===== config.mk =====
export PLATFORM = sky130hd
export DESIGN_NAME = sysm_top
export DESIGN_NICKNAME = d
export VERILOG_FILES = /design/src/common/sysm_pkg.sv /design/src/verilog/sysm_top.sv /design/src/verilog/sysm_syncgen.sv
export SDC_FILE = /design/constraint.sdc
export NUM_CORES = 1
export LEC_CHECK = 0
export ABC_AREA = 1
export ABC_CLOCK_PERIOD_IN_PS = 2700
export BUFFER_PORTS_ARGS = -buffer_cell sky130_fd_sc_hd__clkbuf_2
export CORE_UTILIZATION = 27
export DETAILED_ROUTE_END_ITERATION = 12
export PLACE_DENSITY = 0.49
export SETUP_SLACK_MARGIN = 0.02
export SYNTH_ARGS = -nofsm -noshare
export SYNTH_HDL_FRONTEND = slang
export SYNTH_SLANG_ARGS = --single-unit

===== constraint.sdc =====
create_clock -name pclk -period 2.7 [get_ports pclk]
set_input_delay 0.27 -clock pclk [delete_from_list [all_inputs] [get_ports pclk]]
set_output_delay 0.27 -clock pclk [all_outputs]
set_load 0.05 [all_outputs]

===== src/common/sysm_pkg.sv =====
// Purpose: constants for the sensor sync and mode setup block
// Assumes: 32-bit APB, one word per register
// Notes: offsets are byte addresses
// Behaviour
// - pack bit selects 8 or 16 bits per pixel
// - width code 0..7 gives 16..10, 8 bits
// - gate select and generator on: external gate rules
// - gate select clear ignores external write gate
// - driven line sync lasts width plus one clocks
// - line width ignored when syncs are inputs
// - driven frame sync lasts width plus one lines
// - frame width ignored when syncs are inputs
// - generator enable runs or locks sync timing
package sysm_pkg;
    localparam logic [11:0] SYSM_OFF_SETUP = 12'h000;
    localparam logic [11:0] SYSM_OFF_WIDTHS = 12'h004;
    localparam logic [11:0] SYSM_OFF_TIMING = 12'h008;
    localparam logic [31:0] SYSM_RST_SETUP = 32'h0000_0000;
    localparam logic [31:0] SYSM_RST_WIDTHS = 32'h0000_0000;
    localparam logic [31:0] SYSM_RST_TIMING = 32'h0000_0000;
    localparam logic [31:0] SYSM_MASK_SETUP = 32'h0001_3FFF;
    localparam logic [31:0] SYSM_MASK_WIDTHS = 32'h0FFF_0FFF;
    // setup register field positions
    localparam int SYSM_B_TG_EN = 16;
    localparam int SYSM_B_FIELD_STAT = 15;
    localparam int SYSM_B_MODE_LO = 12;
    localparam int SYSM_B_PACK = 11;
    localparam int SYSM_B_WIDTH_LO = 8;
    localparam int SYSM_B_INTERLACE = 7;
    localparam int SYSM_B_INVERT = 6;
    localparam int SYSM_B_EXT_GATE = 5;
    localparam int SYSM_B_FIELD_POL = 4;
    localparam int SYSM_B_LINE_POL = 3;
    localparam int SYSM_B_FRAME_POL = 2;
    localparam int SYSM_B_FIELD_DIR = 1;
    localparam int SYSM_B_SYNC_DIR = 0;
    // width register and timing register fields
    localparam int SYSM_B_LINE_W_LO = 16;
    localparam int SYSM_B_FRAME_W_LO = 0;
    localparam int SYSM_B_PPL_LO = 16;
    localparam int SYSM_B_LPF_LO = 0;
    // pin index in the three-pin sync group
    localparam int SYSM_PIN_LINE = 0;
    localparam int SYSM_PIN_FRAME = 1;
    localparam int SYSM_PIN_FIELD = 2;
    typedef enum logic [1:0] {
        SYSM_MODE_RAW = 2'h0,
        SYSM_MODE_YC16 = 2'h1,
        SYSM_MODE_YC8 = 2'h2,
        SYSM_MODE_RSVD = 2'h3
    } sysm_mode_t;
endpackage


===== src/verilog/sysm_top.sv =====
// Purpose: sensor input sync, mode and write-gate setup with APB registers
// Assumes: pixel inputs synchronous to pclk; ce low freezes all state
// Notes: pin output enables are active low; APB answers with no wait state
//
// The placing of the registers and the APB interface to the registers were left to the implementer.
`timescale 1ns/1ps
`default_nettype none
module sysm_top
    import sysm_pkg::*;
#(
    parameter int ADDR_W = 12,
    parameter int PIX_W = 16
)
(
    // clock, reset, enable
    input wire logic pclk,
    input wire logic presetn,
    input wire logic ce,
    // apb slave
    input wire logic [ADDR_W-1:0] paddr,
    input wire logic psel,
    input wire logic penable,
    input wire logic pwrite,
    input wire logic [31:0] pwdata,
    output logic [31:0] prdata,
    output logic pready,
    output logic pslverr,
    // pixel input
    input wire logic [PIX_W-1:0] pix_in,
    input wire logic pix_valid,
    input wire logic ext_write_gate,
    // sync pins: 0 line, 1 frame, 2 field
    input wire logic [2:0] sync_pin_i,
    output logic [2:0] sync_pin_o,
    output logic [2:0] sync_pin_oe_n,
    // memory write path
    output logic [PIX_W-1:0] mem_data,
    output logic mem_valid,
    output logic mem_byte_mode
);
    // raw sample width code to mask of the valid low bits
    function automatic logic [15:0] width_mask(input logic [2:0] code);
        unique case (code)
            3'h0: width_mask = 16'hFFFF;
            3'h1: width_mask = 16'h7FFF;
            3'h2: width_mask = 16'h3FFF;
            3'h3: width_mask = 16'h1FFF;
            3'h4: width_mask = 16'h0FFF;
            3'h5: width_mask = 16'h07FF;
            3'h6: width_mask = 16'h03FF;
            3'h7: width_mask = 16'h00FF;
        endcase
    endfunction
    // right shift that leaves the top eight sample bits
    function automatic logic [3:0] width_shift(input logic [2:0] code);
        width_shift = (code == 3'h7) ? 4'h0 : 4'h8 - {1'b0, code};
    endfunction

    logic [31:0] setup_reg;
    logic [31:0] widths_reg;
    logic [31:0] timing_reg;
    logic hs_gen;
    logic vs_gen;
    logic field_gen;

    // register fields
    wire tg_en = setup_reg[SYSM_B_TG_EN];
    wire [1:0] mode = setup_reg[SYSM_B_MODE_LO +: 2];
    wire pack = setup_reg[SYSM_B_PACK];
    wire [2:0] wcode = setup_reg[SYSM_B_WIDTH_LO +: 3];
    wire interlace = setup_reg[SYSM_B_INTERLACE];
    wire invert = setup_reg[SYSM_B_INVERT];
    wire ext_gate_sel = setup_reg[SYSM_B_EXT_GATE];
    wire sync_dir = setup_reg[SYSM_B_SYNC_DIR];
    wire field_dir = setup_reg[SYSM_B_FIELD_DIR];
    wire [2:0] pin_pol = {setup_reg[SYSM_B_FIELD_POL], setup_reg[SYSM_B_FRAME_POL],
        setup_reg[SYSM_B_LINE_POL]};
    wire [2:0] pin_dir = {field_dir, sync_dir, sync_dir};
    wire [2:0] pin_int = {field_gen, vs_gen, hs_gen};
    wire [2:0] pin_in_int;

    // polarity and direction per sync pin
    genvar g;
    generate
        for (g = 0; g < 3; g++)
        begin : g_pin
            assign sync_pin_o[g] = pin_int[g] ^ pin_pol[g];
            assign sync_pin_oe_n[g] = !pin_dir[g];
            assign pin_in_int[g] = sync_pin_i[g] ^ pin_pol[g];
        end
    endgenerate

    // field seen by software: zero unless interlaced, then own toggle when driving, pin otherwise
    wire field_now = interlace && (field_dir ? field_gen : pin_in_int[SYSM_PIN_FIELD]);

    // apb decode
    wire hit_setup = paddr == SYSM_OFF_SETUP[ADDR_W-1:0];
    wire hit_widths = paddr == SYSM_OFF_WIDTHS[ADDR_W-1:0];
    wire hit_timing = paddr == SYSM_OFF_TIMING[ADDR_W-1:0];
    wire hit_any = hit_setup || hit_widths || hit_timing;
    wire apb_setup = ce && psel && !penable;
    wire apb_wr = ce && psel && penable && pwrite;
    wire [31:0] rd_mux = hit_setup ? ((setup_reg & SYSM_MASK_SETUP)
        | ({31'h0, field_now} << SYSM_B_FIELD_STAT)) :
        hit_widths ? widths_reg : hit_timing ? timing_reg : 32'h0000_0000;

    assign pready = ce;
    assign pslverr = psel && penable && !hit_any;

    always_ff @(posedge pclk or negedge presetn)
    begin
        if (!presetn)
        begin
            setup_reg <= SYSM_RST_SETUP;
            widths_reg <= SYSM_RST_WIDTHS;
            timing_reg <= SYSM_RST_TIMING;
            prdata <= 32'h0000_0000;
        end
        else
        begin
            if (apb_setup && !pwrite)
                prdata <= rd_mux;
            if (apb_wr && hit_setup)
                setup_reg <= pwdata & SYSM_MASK_SETUP;
            if (apb_wr && hit_widths)
                widths_reg <= pwdata & SYSM_MASK_WIDTHS;
            if (apb_wr && hit_timing)
                timing_reg <= pwdata;
        end
    end

    // widths only take effect in the generator when driving syncs
    sysm_syncgen u_syncgen (
        .pclk(pclk),
        .presetn(presetn),
        .ce(ce),
        .tg_en(tg_en),
        .sync_drive(sync_dir),
        .interlace(interlace),
        .ppl(timing_reg[SYSM_B_PPL_LO +: 16]),
        .lpf(timing_reg[SYSM_B_LPF_LO +: 16]),
        .line_w(widths_reg[SYSM_B_LINE_W_LO +: 12]),
        .frame_w(widths_reg[SYSM_B_FRAME_W_LO +: 12]),
        .hs_in(pin_in_int[SYSM_PIN_LINE]),
        .vs_in(pin_in_int[SYSM_PIN_FRAME]),
        .hs_reg(hs_gen),
        .vs_reg(vs_gen),
        .field_reg(field_gen)
    );

    // raw sample width mask then optional complement
    wire [15:0] mask = width_mask(wcode);
    wire [15:0] raw_smp = (pix_in & mask) ^ (invert ? mask : 16'h0000);
    wire [15:0] raw_byte = raw_smp >> width_shift(wcode);
    // mode decode; reserved mode writes nothing
    wire is_raw = mode == SYSM_MODE_RAW;
    wire is_yc8 = mode == SYSM_MODE_YC8;
    wire mode_ok = mode != SYSM_MODE_RSVD;
    wire [15:0] smp = is_raw ? raw_smp : (is_yc8 ? {8'h00, pix_in[7:0]} : pix_in);
    // byte packing keeps the top eight bits of a raw sample
    wire [15:0] smp_out = !pack ? smp : (is_raw ? {8'h00, raw_byte[7:0]} :
        {8'h00, smp[7:0]});
    // external gate only counts with generator enabled
    wire gate_used = ext_gate_sel && tg_en;
    wire write_now = pix_valid && mode_ok && (!gate_used || ext_write_gate);

    always_ff @(posedge pclk or negedge presetn)
    begin
        if (!presetn)
        begin
            mem_data <= '0;
            mem_valid <= 1'b0;
            mem_byte_mode <= 1'b0;
        end
        else if (ce)
        begin
            mem_valid <= write_now;
            mem_byte_mode <= pack;
            if (write_now)
                mem_data <= smp_out[PIX_W-1:0];
        end
    end
endmodule
`default_nettype wire


===== src/verilog/sysm_syncgen.sv =====
// Purpose: internal line/frame timing generator
// Assumes: widths latched at each frame start
// Notes: pulses start at pixel 0 / line 0 of the generated timing
`timescale 1ns/1ps
`default_nettype none
module sysm_syncgen
    import sysm_pkg::*;
(
    // clock and reset
    input wire logic pclk,
    input wire logic presetn,
    input wire logic ce,
    // control
    input wire logic tg_en,
    input wire logic sync_drive,
    input wire logic interlace,
    input wire logic [15:0] ppl,
    input wire logic [15:0] lpf,
    input wire logic [11:0] line_w,
    input wire logic [11:0] frame_w,
    // incoming syncs, active high
    input wire logic hs_in,
    input wire logic vs_in,
    // generated timing
    output logic hs_reg,
    output logic vs_reg,
    output logic field_reg
);
    logic [15:0] pix_reg;
    logic [15:0] line_reg;
    logic [11:0] line_w_reg;
    logic [11:0] frame_w_reg;
    logic hs_in_reg;
    logic vs_in_reg;
    wire hs_edge = hs_in && !hs_in_reg;
    wire vs_edge = vs_in && !vs_in_reg;
    wire line_end = sync_drive ? (pix_reg == ppl) : hs_edge;
    wire frame_end = sync_drive ? (line_end && line_reg == lpf) : vs_edge;
    wire [15:0] pix_next = line_end ? 16'h0000 : pix_reg + 16'h0001;
    wire [15:0] line_next = frame_end ? 16'h0000 : (line_end ? line_reg + 16'h0001 : line_reg);
    wire hs_next = tg_en && sync_drive && (pix_next <= {4'h0, line_w_reg});
    wire vs_next = tg_en && sync_drive && (line_next <= {4'h0, frame_w_reg});

    always_ff @(posedge pclk or negedge presetn)
    begin
        if (!presetn)
        begin
            pix_reg <= 16'h0000;
            line_reg <= 16'h0000;
            hs_reg <= 1'b0;
            vs_reg <= 1'b0;
            hs_in_reg <= 1'b0;
            vs_in_reg <= 1'b0;
            field_reg <= 1'b0;
        end
        else if (ce)
        begin
            hs_in_reg <= hs_in;
            vs_in_reg <= vs_in;
            pix_reg <= tg_en ? pix_next : 16'h0000;
            line_reg <= tg_en ? line_next : 16'h0000;
            hs_reg <= hs_next;
            vs_reg <= vs_next;
            // field toggles per frame when interlaced
            if (!interlace)
                field_reg <= 1'b0;
            else if (tg_en && frame_end)
                field_reg <= !field_reg;
        end
    end

    // new widths taken at frame sync, and on every clock while the generator is off
    always_ff @(posedge pclk or negedge presetn)
    begin
        if (!presetn)
        begin
            line_w_reg <= 12'h000;
            frame_w_reg <= 12'h000;
        end
        else if (ce && (!tg_en || frame_end))
        begin
            line_w_reg <= line_w;
            frame_w_reg <= frame_w;
        end
    end
endmodule
`default_nettype wire


==> Yosys cells after proc, flatten, opt, wreduce, memory -nomap -nowiden <==
Memory sizes are Yosys's and may differ from the RTL's.
Cells that the tools add are included.
{ "word_totals": {"ff_bits": 182, "romBits": 64, "in_bits": 71, "output_inout_bits": 58, "elab_cells": 99, "memories": 1} }
{ "classes": {"add_sub_neg": 3, "order_cmp": 2, "eq_ne": 8, "shift": 1, "n_mux": 19, "bitwise": 9, "n_reduce_logical": 40} }
{ "mem_list": {"columns": ["memory", "depth", "word_bits", "read_ports", "rd_clocked_by_memory_dff", "wr", "line", "source"], "rows": [
  ["(no name shown)", 8, 8, 1, 0, 0, "sysm_top.sv:43", "unique case (code)"]
]} }
{ "op_table": {"columns": ["cell", "n"], "rows": [
  ["$mux W16", 9],
  ["$mux W32", 3],
  ["$add A16 B1 Y16 const B", 2],
  ["$eq A16 B16 Y1", 2],
  ["$le A16 B12 Y1", 2],
  ["$logic_and A1 B1 Y1", 22],
  ["$or A17 B16 Y17", 1],
  ["$and A16 B16 Y16", 1],
  ["$shr A16 B4 Y8", 1],
  ["$xor A16 B16 Y16", 1],
  ["$eq A12 B3 Y1 const B", 1],
  ["$eq A12 B4 Y1 const B", 1],
  ["$logic_not A12 Y1", 1],
  ["$logic_not A1 Y1", 10],
  ["$mux W8", 1],
  ["$xor A1 B1 Y1", 6],
  ["$mux W1", 5],
  ["$logic_or A1 B1 Y1", 4],
  ["$mux W4", 1],
  ["$reduce_and A2 Y1", 2],
  ["$sub A4 B3 Y4 const A", 1],
  ["$eq A3 B3 Y1 const B", 1],
  ["$eq A2 B2 Y1 const B", 1],
  ["$logic_not A2 Y1", 1],
  ["2 further kinds", 2]
]} }

==> Depth between registers and ports, before layout <==
{ "logic_depth": {"ltp_word": 8, "depth_mapped": 24, "depth_no_buf": 23} }

==> Modules after synthesis <==
A second synthesis with hierarchy kept.
{ "unflattened": {"hier_cells": 1460, "hier_area_um2": 10815.4} }
{ "by_module_without_submodules": {"columns": ["module", "instances", "cells_each", "area_each_um2", "seq_area_each_um2"], "rows": [
  ["sysm_top", 1, 814, 6367.4, 3027.9],
  ["sysm_syncgen", 1, 646, 4448.0, 1526.5]
]} }

==> Least setup slack after synthesis <==
No wires, ideal clock.
{ "synth_path": {"path_kind": "register -> register", "startpoint": "register setup_reg[0]", "endpoint": "register u_syncgen.vs_reg", "setup_ns": 0.117, "arrival_time_ns": 2.547, "required_time_ns": 2.583, "setup_slack_ns": 0.036, "path_stages_with_launch": 23, "n_path_buf": 1, "period_less_slack_ns": 2.664, "cell_sequence": "dfrtp_1 > inv_1 > a21oi_1 > nand3_1 > nor2_1 > nand3_1 > nor2_1 > nand2_2 > nand2_4 > inv_1 > buf_6 > nand3_1 > inv_1 > ha_1 > inv_1 > o31ai_1 > nand2_1 > nand2_1 > nand2_1 > nand2_1 > a21oi_1 > nand3_1 > nand2_1"} }
{ "synth_via": {"elab_chain_len": 6, "elab_cells_between_ends": 8, "cone_classes": "order compare: 1; mux: 4; reduce/logical: 3"} }
{ "synth_rtl": {"columns": ["item", "line", "source"], "rows": [
  ["start, declared", "sysm_top.sv:59", "logic [31:0] setup_reg;"],
  ["start signal, assigned", "sysm_top.sv:124", "setup_reg <= pwdata & SYSM_MASK_SETUP;"],
  ["$mux W1", "sysm_syncgen.sv:37", "wire line_end = sync_drive ? (pix_reg == ppl) : hs_edge;"],
  ["$logic_and A1 B1 Y1", "sysm_syncgen.sv:38", "wire frame_end = sync_drive ? (line_end && line_reg == lpf) : vs_edge;"],
  ["$mux W1", "sysm_syncgen.sv:38", null],
  ["$mux W16", "sysm_syncgen.sv:40", "wire [15:0] line_next = frame_end ? 16'h0000 : (line_end ? line_reg + 16'h0001 : line_reg);"],
  ["$le A16 B12 Y1", "sysm_syncgen.sv:42", "wire vs_next = tg_en && sync_drive && (line_next <= {4'h0, frame_w_reg});"],
  ["$logic_and A1 B1 Y1 *", "sysm_syncgen.sv:42", null],
  ["end signal, assigned", "sysm_syncgen.sv:63", "vs_reg <= vs_next;"],
  ["end, declared", "sysm_syncgen.sv:26", "output logic vs_reg,"]
]} }
Mark *: on every way between the ends. The rest lies on a longest branch, timed or not.
A chain may end at the register's enable or synchronous reset.

==> Final worst setup path <==
{ "layout_path": {"startpoint": "register timing_reg[24]", "endpoint": "register u_syncgen.hs_reg"} }
{ "layout_via": {"elab_chain_len": 5} }
{ "layout_rtl": {"columns": ["item", "line", "source"], "rows": [
  ["start, declared", "sysm_top.sv:61", "logic [31:0] timing_reg;"],
  ["start signal, assigned", "sysm_top.sv:128", "timing_reg <= pwdata;"],
  ["$eq A16 B16 Y1", "sysm_syncgen.sv:37", null],
  ["$mux W1", "sysm_syncgen.sv:37", null],
  ["$mux W16", "sysm_syncgen.sv:39", "wire [15:0] pix_next = line_end ? 16'h0000 : pix_reg + 16'h0001;"],
  ["$le A16 B12 Y1", "sysm_syncgen.sv:41", "wire hs_next = tg_en && sync_drive && (pix_next <= {4'h0, line_w_reg});"],
  ["$logic_and A1 B1 Y1", "sysm_syncgen.sv:41", null],
  ["end signal, assigned", "sysm_syncgen.sv:62", "hs_reg <= hs_next;"],
  ["end, declared", "sysm_syncgen.sv:25", "output logic hs_reg,"]
]} }
Every way passes these cells.

==> flow_summary.yaml <==
status:
  status: "complete, but fails checks"
  violations: "negative setup slack"
setup_path:
  path_max_fanout: 7
  critPathArrivalTime_ns: 3.19
  cp.required_ns: 3.09
  cpPeakStageDelay_ns: 0.40
  r2r_start: "timing_reg[24]"
  cp-start-kind: "flip-flop"
  cp_cell_sequence: "inv_2 -> nand2_2 -> nand2_2 -> nor2_2 -> nand2_1 -> nor2_2 -> nand3_2 -> nand2_4 -> inv_1 -> buf_4 -> nand3b_1 -> inv_1 -> ha_1 -> inv_1 -> nor3_1 -> nand3_1 -> nand2_1 -> nand2_1 -> nor2_1 -> nand2_1 -> nand2_1"
  rr_worst_depth: 21
  critPathSlowestCell: "dfrtp_1"
  endpoint_kind: "flip-flop"
  reg2reg_slack_ns: -0.10
  critical_path_class: "flip-flop to flip-flop"
  crit_path_frequent_cell: "nand2_1"
  r2r_end: "u_syncgen.hs_reg"
power:
  p_leak_nw: 6.60
  ir_drop_v: 0.000460
  pwr_density_cell_mw_per_mm2: 446
hold_path:
  min_to: "timing_reg[31]"
  hold_path_depth: 3
  hp-start: "pwdata[31]"
  hp-class: "input pin to flip-flop"
sta:
  setup_slack_ns: -0.102
  slew_headroom_pct: 53.4
  max_freq_ghz: 0.357
  finClkSkew_ns: 0.0124
  drv_slew: 0
  period_share_pct: 104
  tns_ns: -0.168
  grt_setup_unrepaired: "yes"
  worst_slew_pin_slew_ns: 0.694
  setup_viol_count_final: 2
  post-route-min-period_ns: 2.80
  hold_viol: 0
grt:
  grt_pass1_wl_um: 54600
  gr-total-overflow: 0
  grt_pass1_vias: 9575
  grt_usage_pct: 18.3
  grt_max_degree: 67
  antenna_found_initial: 0
route:
  drtAntennaViolNets: 0
  avgRoutedWirePerCell_um: 16.4
  vias_per_cell: 4.62
  drcViolationCount: 0
  drt_iter0_markers: 767
  drt-total-wl_um: 35000
  dr.pass1.iters: 5
  vias: 9893
clock_tree:
  cts-root-buf: "clkbuf_16"
  clock-sinks: 182
  numCtsBuffers: 17
  cts_max_path_buffers: 2
  clk_pin_slew_ns: 0.07
  htreeDepth: 4
  worstSkewPairLatency_ns: 0.45
  cts_tree: "done"
place:
  io_buffers: 128
  globalplace.congestion: 0.928
  place_inst: 2092
  hpwlAfterDp_um: 26700
final_layout:
  nNetsFinal: 1719
  final_layout_size_suffix_gt1_share_pct: 24.4
  nFillCells: 4119
  area_growth_pct: 29.4
  final_cells: 2141
  antenna_cells: 0
synth:
  synth_area_mm2: 0.0104
  ys_types: 40
  synth-seq-cells: 182
  syn_area_per_cell_um2: 7.53
  synthCells: 1383
  ys_warn_count: 0
  syn-num-nets: 1485
  yosysSeqAreaShare_pct: 43.7
die:
  dieArea_mm2: 0.0394
  rows: 71
  start_util_pct: 27.5
  design.core.area_mm2: 0.0378
  die_w_um: 198
  pin_count: 129
  die_h_um: 198
run:
  drv_cap: 0
-- power by group --
part | internal [mW] | switching [mW]
clock | 1.32 | 1.20
combinational | 0.182 | 0.494
sequential | 2.78 | 0.0340
total | 4.28 | 1.73
-- critical path, delay by kind of cell (launching register included) --
kind	cells	cell delay (ns)
AND/OR/NAND/NOR	15	1.62
buffers and inverters	5	0.42
flip-flops	1	0.40
adder cells (fa/ha/maj)	1	0.30
-- final cells by class --
class	count	area [um2]	area share [%]
Clock buffer	20	447	3.32
Inverter	220	830	6.16
Clock inverter	12	120	0.892
Multi-Input combinational cell	923	5060	37.5
Timing Repair inverter	1	7.51	0.0557
Sequential cell	182	4560	33.8
Timing Repair Buffer	272	1810	13.5
Tap cell	511	639	4.75
-- Yosys cell counts, drive strengths merged --
cell type  number  share of area (%)
nand2         351                 13
inv           220                7.9
dfrtp         182                 44
o21ai         160                7.9
nor2          105                3.8
nand3          62                3.0
o22ai          47                2.8
a21oi          40                1.9
clkbuf         38                1.4
ha             31                3.7
xor2           25                2.1
buf            20                1.4
nand4          16               0.96
mux2           15                1.6
nor3           13               0.67
o211ai         10               0.72
xnor2           8               0.67
a211oi          7               0.50
or2             6               0.36
a31oi           4               0.24
nor4            4               0.24
o221ai          4               0.34
a22oi           3               0.22
o31ai           3               0.22
a221oi          2               0.17
nand3b          2               0.14
o31a            2               0.17
a21boi          1              0.072
a22o            1              0.084
o21bai          1              0.072
-- placed cells by master (no fill, tap or decap), types with 15 or more instances in the layout --
cell type	n
o22ai_1	47
a21oi_1	33
dfrtp_1	181
nand2_1	334
mux2_2	15
clkbuf_16	17
nand3_1	57
nor2_1	96
inv_1	210
xor2_1	23
buf_4	134
nand4_1	16
o21ai_0	136
o21ai_1	18
clkbuf_2	127
ha_1	25
-- timing repair --
item / in CTS / in global routing
gates resized for setup: 16 / 56
endpoints found under the hold margin: 64 / 0
hold buffers: 1 / 0
pin swaps: 4 / 23
setup endpoints to repair: 8 / 2
cloned: 0 / 1
setup buffers: 3 / 12
-- kinds of logic after synthesis --
family / share of synthesized area (%)
flip-flops: 43.7
AND/OR/NAND/NOR: 22.0
adder cells (fa/ha/maj): 3.72
buffers and inverters: 10.7
AO/OA/AOI/OAI: 15.5
XOR/XNOR: 2.78
multiplexers: 1.62
-- worst max-delay path by stage --
stage | start | cells after the start | end
2_1_floorplan | setup_reg[0] | 22 | u_syncgen.vs_reg
3_3_place_gp | u_syncgen.pix_reg[10] | 24 | u_syncgen.hs_reg
3_5_place_dp | u_syncgen.pix_reg[10] | 24 | u_syncgen.hs_reg
4_1_cts | timing_reg[24] | 24 | u_syncgen.hs_reg
5_1_grt | timing_reg[24] | 24 | u_syncgen.hs_reg
6_report | timing_reg[24] | 21 | u_syncgen.hs_reg
-- layer usage --
metal	global-route usage (%)	wire, um	vias to the layer above
li1	-	-	4937
met2	27.3	15300	228
met3	3.22	1720	21
met4	4.68	433	0
met5	0	0	-
met1	27.2	17600	4707
-- through the flow --
step / hold WS (ns) / setup slack (ns) / instance area, um2 / utilization (%) / total power [mW]
2_1_floorplan: -0.0256 / 0.0360 / 10400 / - / 3.24
3_3_place_gp: 0.333 / -0.264 / 12500 / 32.9 / 3.53
3_5_place_dp: 0.337 / -0.232 / 12500 / 32.9 / 3.53
4_1_cts: 0.0501 / -0.0930 / 13100 / 34.7 / 6.05
5_1_grt: 0.0714 / -0.333 / 13500 / 35.6 / 6.23
6_report: 0.0668 / -0.102 / 13500 / 35.6 / 6.01
No activity file was read; power rests on OpenSTA's default activity.
